### src/logic/phase_pipe_consts.vh
// Constants for the instruction phase pipeline
`ifndef PHASE_PIPE_CONSTS_VH
`define PHASE_PIPE_CONSTS_VH
`define PC_WIDTH        12
`define INSTR_WIDTH     16
`define DATA_WIDTH      8
`define PC_RESET        12'h000
// Start-up periods in system clock periods (upper of typical range)
`define WAKE_FAST_TSYS  5'h10
`define WAKE_SLOW_TSYS  5'h02
`define WAKE_CNT_WIDTH  5
// Opcode classes, top four bits of the instruction word
`define OP_NOP          4'h0
`define OP_ADD          4'h1
`define OP_SUB          4'h2
`define OP_AND          4'h3
`define OP_OR           4'h4
`define OP_XOR          4'h5
`define OP_CPL          4'h6
`define OP_RR           4'h7
`define OP_RL           4'h8
`define OP_INC          4'h9
`define OP_DEC          4'ha
`define OP_MOVA         4'hb
`define OP_MOVM         4'hc
`define OP_SZ           4'hd
`define OP_JMP          4'he
`define OP_HALT         4'hf
`endif

### src/logic/instruction_phase_pipeline.v
// Phase generator, fetch/execute pipeline, ALU and wake-up timer
`include "phase_pipe_consts.vh"

module instruction_phase_pipeline #(
   parameter PC_W   = `PC_WIDTH,
   parameter INSTR_W = `INSTR_WIDTH,
   parameter DATA_W = `DATA_WIDTH
) (
   input  wire               clk_sys,         // System clock
   input  wire               rst_n,           // Async reset, active low
   input  wire               osc_is_slow,     // 1: slow internal RC selected
   input  wire               wake_req,        // Wake-up event while halted
   input  wire [INSTR_W-1:0] prog_rdata,      // Program memory word at prog_addr
   input  wire [DATA_W-1:0]  dmem_rdata,      // Data memory read data
   output wire [3:0]         instruction_phase_clocks, // One-hot phase clocks
   output reg  [PC_W-1:0]    prog_addr,       // Program memory address
   output wire               prog_rd,         // Fetch strobe in first phase
   output reg  [7:0]         dmem_addr,       // Data memory address
   output reg  [DATA_W-1:0]  dmem_wdata,      // Data memory write data
   output reg                dmem_we,         // Data memory write strobe
   output reg  [DATA_W-1:0]  acc,             // Accumulator
   output reg                zero_flag,       // Last ALU result was zero
   output reg                carry_flag,      // Carry or borrow out
   output reg                halted           // Core halted, phases stopped
);

   // ----------------------------------------------------------------
   // Phase generator
   // ----------------------------------------------------------------
   localparam [3:0] PH1 = 4'b0001;
   localparam [3:0] PH2 = 4'b0010;
   localparam [3:0] PH3 = 4'b0100;
   localparam [3:0] PH4 = 4'b1000;

   reg [3:0]        phase_q;
   reg [3:0]        phase_d;
   reg              run_q;            // Phases advance only while running

   // One-hot ring; stalls at first phase while halted or waking
   always @* begin
      case (phase_q)
         PH1:     phase_d = run_q ? PH2 : PH1;
         PH2:     phase_d = PH3;
         PH3:     phase_d = PH4;
         PH4:     phase_d = PH1;
         default: phase_d = PH1;
      endcase
   end

   // Ring register; reset parks it at phase one so the first fetch
   // opens a full instruction cycle
   always @(posedge clk_sys or negedge rst_n) begin
      if (!rst_n) begin
         phase_q <= PH1;
      end else begin
         phase_q <= phase_d;
      end
   end

   // Only one bit ever high, so phases never overlap
   // Each phase lasts one system clock; there is no stretching
   assign instruction_phase_clocks = run_q ? phase_q : 4'h0;

   // ----------------------------------------------------------------
   // Fetch and pipeline registers
   // ----------------------------------------------------------------
   // Program counter runs one word ahead of the fetch address
   reg [PC_W-1:0]    pc_q;
   reg [INSTR_W-1:0] ir_q;           // Instruction under execution
   reg               ir_valid_q;
   reg               flush_q;        // Branch dummy cycle pending

   // Phase decode shared by fetch, execute and halt logic; a parked
   // ring reads as no phase, so nothing fires while halted
   function phase_is;
      input [3:0] ph_now;
      input [3:0] ph_want;
      input       running;
      begin
         phase_is = running & (ph_now == ph_want);
      end
   endfunction

   wire ph1 = phase_is(phase_q, PH1, run_q);
   wire ph2 = phase_is(phase_q, PH2, run_q);
   wire ph3 = phase_is(phase_q, PH3, run_q);
   wire ph4 = phase_is(phase_q, PH4, run_q);

   assign prog_rd = ph1;

   wire [3:0]  op      = ir_q[INSTR_W-1:INSTR_W-4];
   wire [7:0]  operand = ir_q[7:0];
   wire        exec_ok = ir_valid_q & ~flush_q;

   // ALU over 8-bit operands; result plus carry
   // Unary classes use the memory operand only; rotates feed the carry
   function [DATA_W:0] alu;
      input [3:0]        f;
      input [DATA_W-1:0] a;
      input [DATA_W-1:0] m;
      begin
         case (f)
            `OP_ADD:  alu = {1'b0, a} + {1'b0, m};
            `OP_SUB:  alu = {1'b0, a} - {1'b0, m};
            `OP_AND:  alu = {1'b0, a & m};
            `OP_OR:   alu = {1'b0, a | m};
            `OP_XOR:  alu = {1'b0, a ^ m};
            `OP_CPL:  alu = {1'b0, ~m};
            `OP_RR:   alu = {m[0], m[0], m[DATA_W-1:1]};
            `OP_RL:   alu = {m[DATA_W-1], m[DATA_W-2:0], m[DATA_W-1]};
            `OP_INC:  alu = {1'b0, m} + {{DATA_W{1'b0}}, 1'b1};
            `OP_DEC:  alu = {1'b0, m} - {{DATA_W{1'b0}}, 1'b1};
            default:  alu = {1'b0, m};
         endcase
      end
   endfunction

   // Class decode; a flushed slot decodes as nothing
   wire [DATA_W:0] alu_out = alu(op, acc, dmem_rdata);
   wire            is_branch = exec_ok & (op == `OP_JMP);
   wire            is_skip   = exec_ok & (op == `OP_SZ) & (dmem_rdata == {DATA_W{1'b0}});
   wire            is_halt   = exec_ok & (op == `OP_HALT);
   wire            is_alu    = exec_ok & (op >= `OP_ADD) & (op <= `OP_DEC);

   // Fetch in phase one while the previous word executes
   always @(posedge clk_sys or negedge rst_n) begin
      if (!rst_n) begin
         pc_q       <= `PC_RESET;
         prog_addr  <= `PC_RESET;
         ir_q       <= {INSTR_W{1'b0}};
         ir_valid_q <= 1'b0;
         flush_q    <= 1'b0;
      end else if (ph1) begin
         // Address holds a whole cycle, giving memory three phases to answer
         prog_addr  <= pc_q;
         pc_q       <= pc_q + {{(PC_W-1){1'b0}}, 1'b1};
      end else if (ph4) begin
         // Latched word becomes next instruction; overlap keeps one per cycle
         ir_q       <= prog_rdata;
         ir_valid_q <= 1'b1;
         // Taken branch: prefetched word is a dummy, target fetched next
         flush_q    <= is_branch | is_skip;
         if (is_branch) begin
            pc_q    <= ir_q[PC_W-1:0];
         end
      end
   end

   // ----------------------------------------------------------------
   // Decode and execute across phases two to four
   // ----------------------------------------------------------------
   always @(posedge clk_sys or negedge rst_n) begin
      if (!rst_n) begin
         dmem_addr  <= 8'h00;
         dmem_wdata <= {DATA_W{1'b0}};
         dmem_we    <= 1'b0;
         acc        <= {DATA_W{1'b0}};
         zero_flag  <= 1'b0;
         carry_flag <= 1'b0;
      end else begin
         // Write strobe lasts one clock; memory takes it on the next edge
         dmem_we <= 1'b0;
         // Operand address settles a whole phase before the ALU reads it
         if (ph2) begin
            dmem_addr <= operand;
         end
         if (ph3 && exec_ok) begin
            // Results land in accumulator; memory written via ACC
            if (is_alu) begin
               acc        <= alu_out[DATA_W-1:0];
               carry_flag <= alu_out[DATA_W];
               zero_flag  <= (alu_out[DATA_W-1:0] == {DATA_W{1'b0}});
            end else if (op == `OP_MOVA) begin
               acc        <= dmem_rdata;
            end else if (op == `OP_MOVM) begin
               dmem_wdata <= acc;
               dmem_we    <= 1'b1;
            end
         end
      end
   end

   // ----------------------------------------------------------------
   // Halt and wake-up start-up timer
   // ----------------------------------------------------------------
   // Start-up lengths in system clock periods, sized to the counter
   localparam [`WAKE_CNT_WIDTH-1:0] WAKE_FAST = `WAKE_FAST_TSYS;
   localparam [`WAKE_CNT_WIDTH-1:0] WAKE_SLOW = `WAKE_SLOW_TSYS;

   reg [`WAKE_CNT_WIDTH-1:0]  wake_cnt_q;     // Periods left before resuming
   reg                        waking_q;       // Start-up count in progress
   // Length follows the oscillator in use when the wake event arrives;
   // the slow clock settles in far fewer of its own periods
   wire [`WAKE_CNT_WIDTH-1:0] wake_len = osc_is_slow ? WAKE_SLOW : WAKE_FAST;

   // Resume only after the full start-up period has elapsed
   always @(posedge clk_sys or negedge rst_n) begin
      if (!rst_n) begin
         run_q      <= 1'b1;
         halted     <= 1'b0;
         waking_q   <= 1'b0;
         wake_cnt_q <= {`WAKE_CNT_WIDTH{1'b0}};
      end else if (ph4 && is_halt) begin
         // Ring parks at phase one; the word fetched beside the halt
         // is kept in ir_q and runs first after wake-up
         run_q      <= 1'b0;
         halted     <= 1'b1;
      end else if (halted && !waking_q && wake_req) begin
         // Count loads once; further requests are ignored until resume
         waking_q   <= 1'b1;
         wake_cnt_q <= wake_len - 1'b1;
      end else if (waking_q) begin
         // Zero reached: the last start-up period has passed
         if (wake_cnt_q == {`WAKE_CNT_WIDTH{1'b0}}) begin
            waking_q <= 1'b0;
            halted   <= 1'b0;
            run_q    <= 1'b1;
         end else begin
            wake_cnt_q <= wake_cnt_q - 1'b1;
         end
      end
   end

endmodule // instruction_phase_pipeline

### config.mk
export PLATFORM = sky130hd
export DESIGN_NAME = instruction_phase_pipeline
export DESIGN_NICKNAME = d
export VERILOG_FILES = /design/src/logic/instruction_phase_pipeline.v
export VERILOG_INCLUDE_DIRS = /design/src /design/src/logic
export SDC_FILE = /design/constraint.sdc
export NUM_CORES = 1
export LEC_CHECK = 0
export ABC_AREA = 1
export ABC_CLOCK_PERIOD_IN_PS = 2400
export BUFFER_PORTS_ARGS = -buffer_cell sky130_fd_sc_hd__buf_2
export CORE_ASPECT_RATIO = 0.8
export CORE_MARGIN = 3
export CORE_UTILIZATION = 53
export DETAILED_ROUTE_END_ITERATION = 8
export PLACE_DENSITY = 0.76
export SETUP_SLACK_MARGIN = 0.3
export SYNTH_ARGS = -nofsm -noshare
export SYNTH_HDL_FRONTEND = slang
export SYNTH_SLANG_ARGS = --single-unit
### constraint.sdc
create_clock -name clk_sys -period 2.4 [get_ports clk_sys]
set_input_delay 0.12 -clock clk_sys [delete_from_list [all_inputs] [get_ports clk_sys]]
set_output_delay 0.12 -clock clk_sys [all_outputs]
set_load 0.1 [all_outputs]
==> summary.txt <==
Timing
  – Setup violation total in the final timing report: 4
  – Unrepaired setup endpoints after global routing: yes
  – Fin crit share: 104%
  – Worst rel slew slack: 56.4%
  – Minimum clock period after layout: 2.49 ns
  – Least setup slack across all paths after layout: -0.0907 ns
  – Layout Skew: 0.00857 ns
  – Fmax achieved: 401 MHz
  – Final slew viol count: 0
  – Tightest Pin Transition: 0.654 ns
  – Final hold violation count: 0

Setup path
  – Category of the most critical setup path: flip-flop to flip-flop
  – Crit-path cells: buf_6 > inv_4 > ha_4 > nand3_4 > inv_2 > nand3_1 > xor2_1 > nand2_1 > nand2_2 > ha_4 > nand2_2 > nor2_1 > nand2_1 > nand2_1 > nand2_1 > nand3_2 > nand4_1 > nor2_1 > nand3_1 > nand2_1
  – Slowest cell on the critical path: dfrtp_4
  – Max incr delay on CP: 0.50 ns
  – Endpoint of the worst register-to-register path: zero_flag
  – Number of buffers and inverters on the critical path: 3
  – Endpoint required time on the critical path: 2.68 ns
  – FF-to-FF setup slack: -0.09 ns
  – Top Family by Delay on Critical Path: simple AND/OR/NAND/NOR gates
  – R2r startpoint: acc[0]
  – Count of cells along the worst register-to-register path: 20
  – CP Capture Type: flip-flop
  – Arrival time at the worst endpoint: 2.78 ns
  – Dominant cell type by count on the critical path: nand2_1
  – Critical-path maximum fanout: 3
  – Launching element type of the critical path: flip-flop

Finish
  – Design area: 6920 µm²
  – Final nets: 959
  – Count of antenna diodes in the layout: 0
  – Fraction of final layout cells with drive strength greater than 1: 23.5%
  – Final Util: 70.5%
  – Area grow syn2layout: 27.8%

Clock network
  – Level count of the clock H-tree: 3
  – Clock tree from TritonCTS: built
  – Latest clock arrival within the worst-skew pair: 0.34 ns
  – TritonCTS sink count: 81
  – Clock buffer count from CTS: 9
  – Number of buffers between clock root and the deepest sink: 2
  – Root cell of the clock tree: clkbuf_16
  – Worst-path clk slew: 0.06 ns

Placement
  – Post-placement setup slack: -0.250 ns
  – RePlAce Congestion: 1.02
  – Cell Area, Placed: 6260 µm²
  – Detailed placer's ending HPWL: 12,700 µm
  – Count of input and output buffers: 72

Die
  – Total Die Area: 11,500 µm²
  – Core Area: 9810 µm²
  – Chip Width: 119 µm
  – Site row count: 32
  – Die height: 96.4 µm
  – Count of pins on the block boundary: 73
  – Initial standard-cell utilization of the core: 55.2%

GRT
  – Number of global-route vias before repair: 5,333
  – Aggregate global routing overflow: 0
  – Global-route wire length before repair: 26,800 µm
  – Number of antenna violations at the first check in global routing: 2
  – Pin count of the biggest net entering global routing: 52
  – GRT Total Usage: 30.2%

Worst hold path
  – Depth of the worst hold-timing path: 3
  – Tightest Hold Check Type: input port to flip-flop
  – Destination of the worst hold path: ir_q[4]
  – Min-Delay Startpoint: prog_rdata[4]

Logic synthesis
  – Post-synthesis sequential element count: 81
  – Most used standard cell by instance count after synthesis: nand2_1
  – Total nets after synthesis: 828
  – Synth cell count leaders: nand2_1 (217), inv_1 (108), dfrtp_1 (79), o21ai_0 (75), nor2_1 (74)
  – Fraction of post-synthesis cell area in the top cell type by area: 36.5%
  – Mean instance size in the synthesized netlist: 7.10 µm²
  – Cell count after synthesis: 762
  – Leading cell types by total area after synthesis: dfrtp_1 (37%), nand2_1 (15%), ha_1 (8.3%), inv_1 (7.5%), o21ai_0 (6.9%)
  – Number of distinct library cells after synthesis: 40
  – Seq/Total Area, Yosys: 37.5%
  – Yosys top cell by area: dfrtp_1
  – Post-synth ARST share: 100%
  – Number of flops mapped to enable cells by yosys: 0
  – Yosys warnings: 0
  – Most used flip-flop cell after synthesis: dfrtp_1
  – Netlist area before placement: 5410 µm²

Route
  – Number of remaining DRC errors: 0
  – Top metal layer carrying routed signals: met5
  – Total Wirelength: 16,800 µm
  – Pre-antenna DRT Iters: 6
  – Vias: 5,671
  – Antenna Violating Nets Remaining: 0
  – Met3 Wirelength: 1800 µm
  – Wire length the detailed router placed on met1: 7220 µm
  – Met2 wire len: 7290 µm
  – Count of routing violations after the opening detailed-route iteration: 497
  – Via count normalized by instance count: 5.48
  – Wire length per cell: 16.2 µm

Job
  – Max-cap viol count: 0

Outcome
  – Violations in the final reports: setup timing
  – Outcome: finished with violations
[worst reg2reg max path: stages, from the launching register on]
cell and delay [ns]:
dfrtp_4 0.50, buf_6 0.13, inv_4 0.05, ha_4 0.14
nand3_4 0.08, inv_2 0.07, nand3_1 0.08, xor2_1 0.15
nand2_1 0.07, nand2_2 0.06, ha_4 0.28, nand2_2 0.06
nor2_1 0.08, nand2_1 0.09, nand2_1 0.07, nand2_1 0.06
nand3_2 0.07, nand4_1 0.10, nor2_1 0.13, nand3_1 0.09
nand2_1 0.06
[worst max path at each step]
stage | from | end | slack (ns) | cells past startpoint
after floorplan | acc[1] | acc[5] | -0.006 | 16
after global routing | acc[0] | zero_flag | -0.22 | 20
after global placement | ir_q[14] | zero_flag | -0.23 | 18
after detailed placement | ir_q[12] | zero_flag | -0.25 | 17
after CTS | acc[0] | carry_flag | -0.06 | 21
final | acc[0] | zero_flag | -0.09 | 20
[cells by family (layout without fill, tap and decap cells)]
group                    after synthesis  after routing  synth area share [%]
AND/OR/NAND/NOR                      394            394                  31.2
buffers and inverters                122            258                  8.92
AO/OA/AOI/OAI                        115            115                  11.3
flip-flops                            81             81                  37.5
adder cells (fa/ha/maj)               38             38                  9.06
XOR/XNOR                              11             11                  1.78
multiplexers                           1              1                 0.208
[layout by cell type (no fill, tap or decap), types with 3 or more instances in the layout]
cell type / Yosys / final
buf_6: 2 / 4
dlygate4sd3_1: 0 / 11
dfrtp_4: 0 / 3
o221ai_1: 3 / 3
xnor2_1: 3 / 3
dfrtp_1: 79 / 70
nor4_1: 3 / 3
a21oi_2: 0 / 3
inv_2: 2 / 6
nand2_1: 217 / 206
o21ai_1: 2 / 6
nand4_1: 14 / 14
o21ai_0: 75 / 71
clkbuf_16: 0 / 9
ha_1: 36 / 30
inv_1: 108 / 101
nand3_1: 57 / 49
nand3_2: 1 / 7
nand3b_1: 3 / 3
a21oi_1: 24 / 21
dfrtp_2: 0 / 6
ha_4: 0 / 6
buf_4: 2 / 47
nor2_2: 5 / 7
nor2_1: 74 / 68
nand2_2: 5 / 15
nor2_4: 1 / 5
nor3_1: 8 / 7
xor2_1: 8 / 8
buf_2: 2 / 70
[per-stage QoR]
stage               cells  setup TNS [ns]  hold WS [ns]
finish               1034          -0.266       0.00256
global route         1034           -1.03       0.00604
CTS                  1032          -0.154       0.00186
detailed placement    997          -0.815         0.192
global placement      997          -0.627         0.184
floorplan             762        -0.00595        -0.176
[layout make-up]
type,count,area (µm²)
multi-input combinational,559,3120
fill,832,2890
sequential,81,2050
timing repair buffer,132,858
inverter,110,422
clock buffer,12,256
tap,136,170
clock inverter,4,36.3
[per-layer routing]
layer,up-vias,track usage (%)
met5,-,0
met4,2,11.8
met3,44,9.84
met2,261,45.5
met1,2648,40.7
li1,2716,-
[registers in the layout, summed over array words and instances (netlist names), 4 cells and up]
name and flops:
prog_addr 12, pc_q 12, acc 8, wake_cnt_q 5, ir_q 16, dmem_wdata 8
phase_q 4, dmem_addr 8
[what timing repair did]
action	in CTS	in global routing
pin swaps	15	18
hold endpoints to repair	56	0
gates resized for setup	26	21
endpoints found under the setup margin	10	12
hold buffers	11	0
buffers inserted	8	2
Power is left out: the tool's default activity adds up to more than one toggle a clock period on the data nets, which glitch-free logic cannot reach.
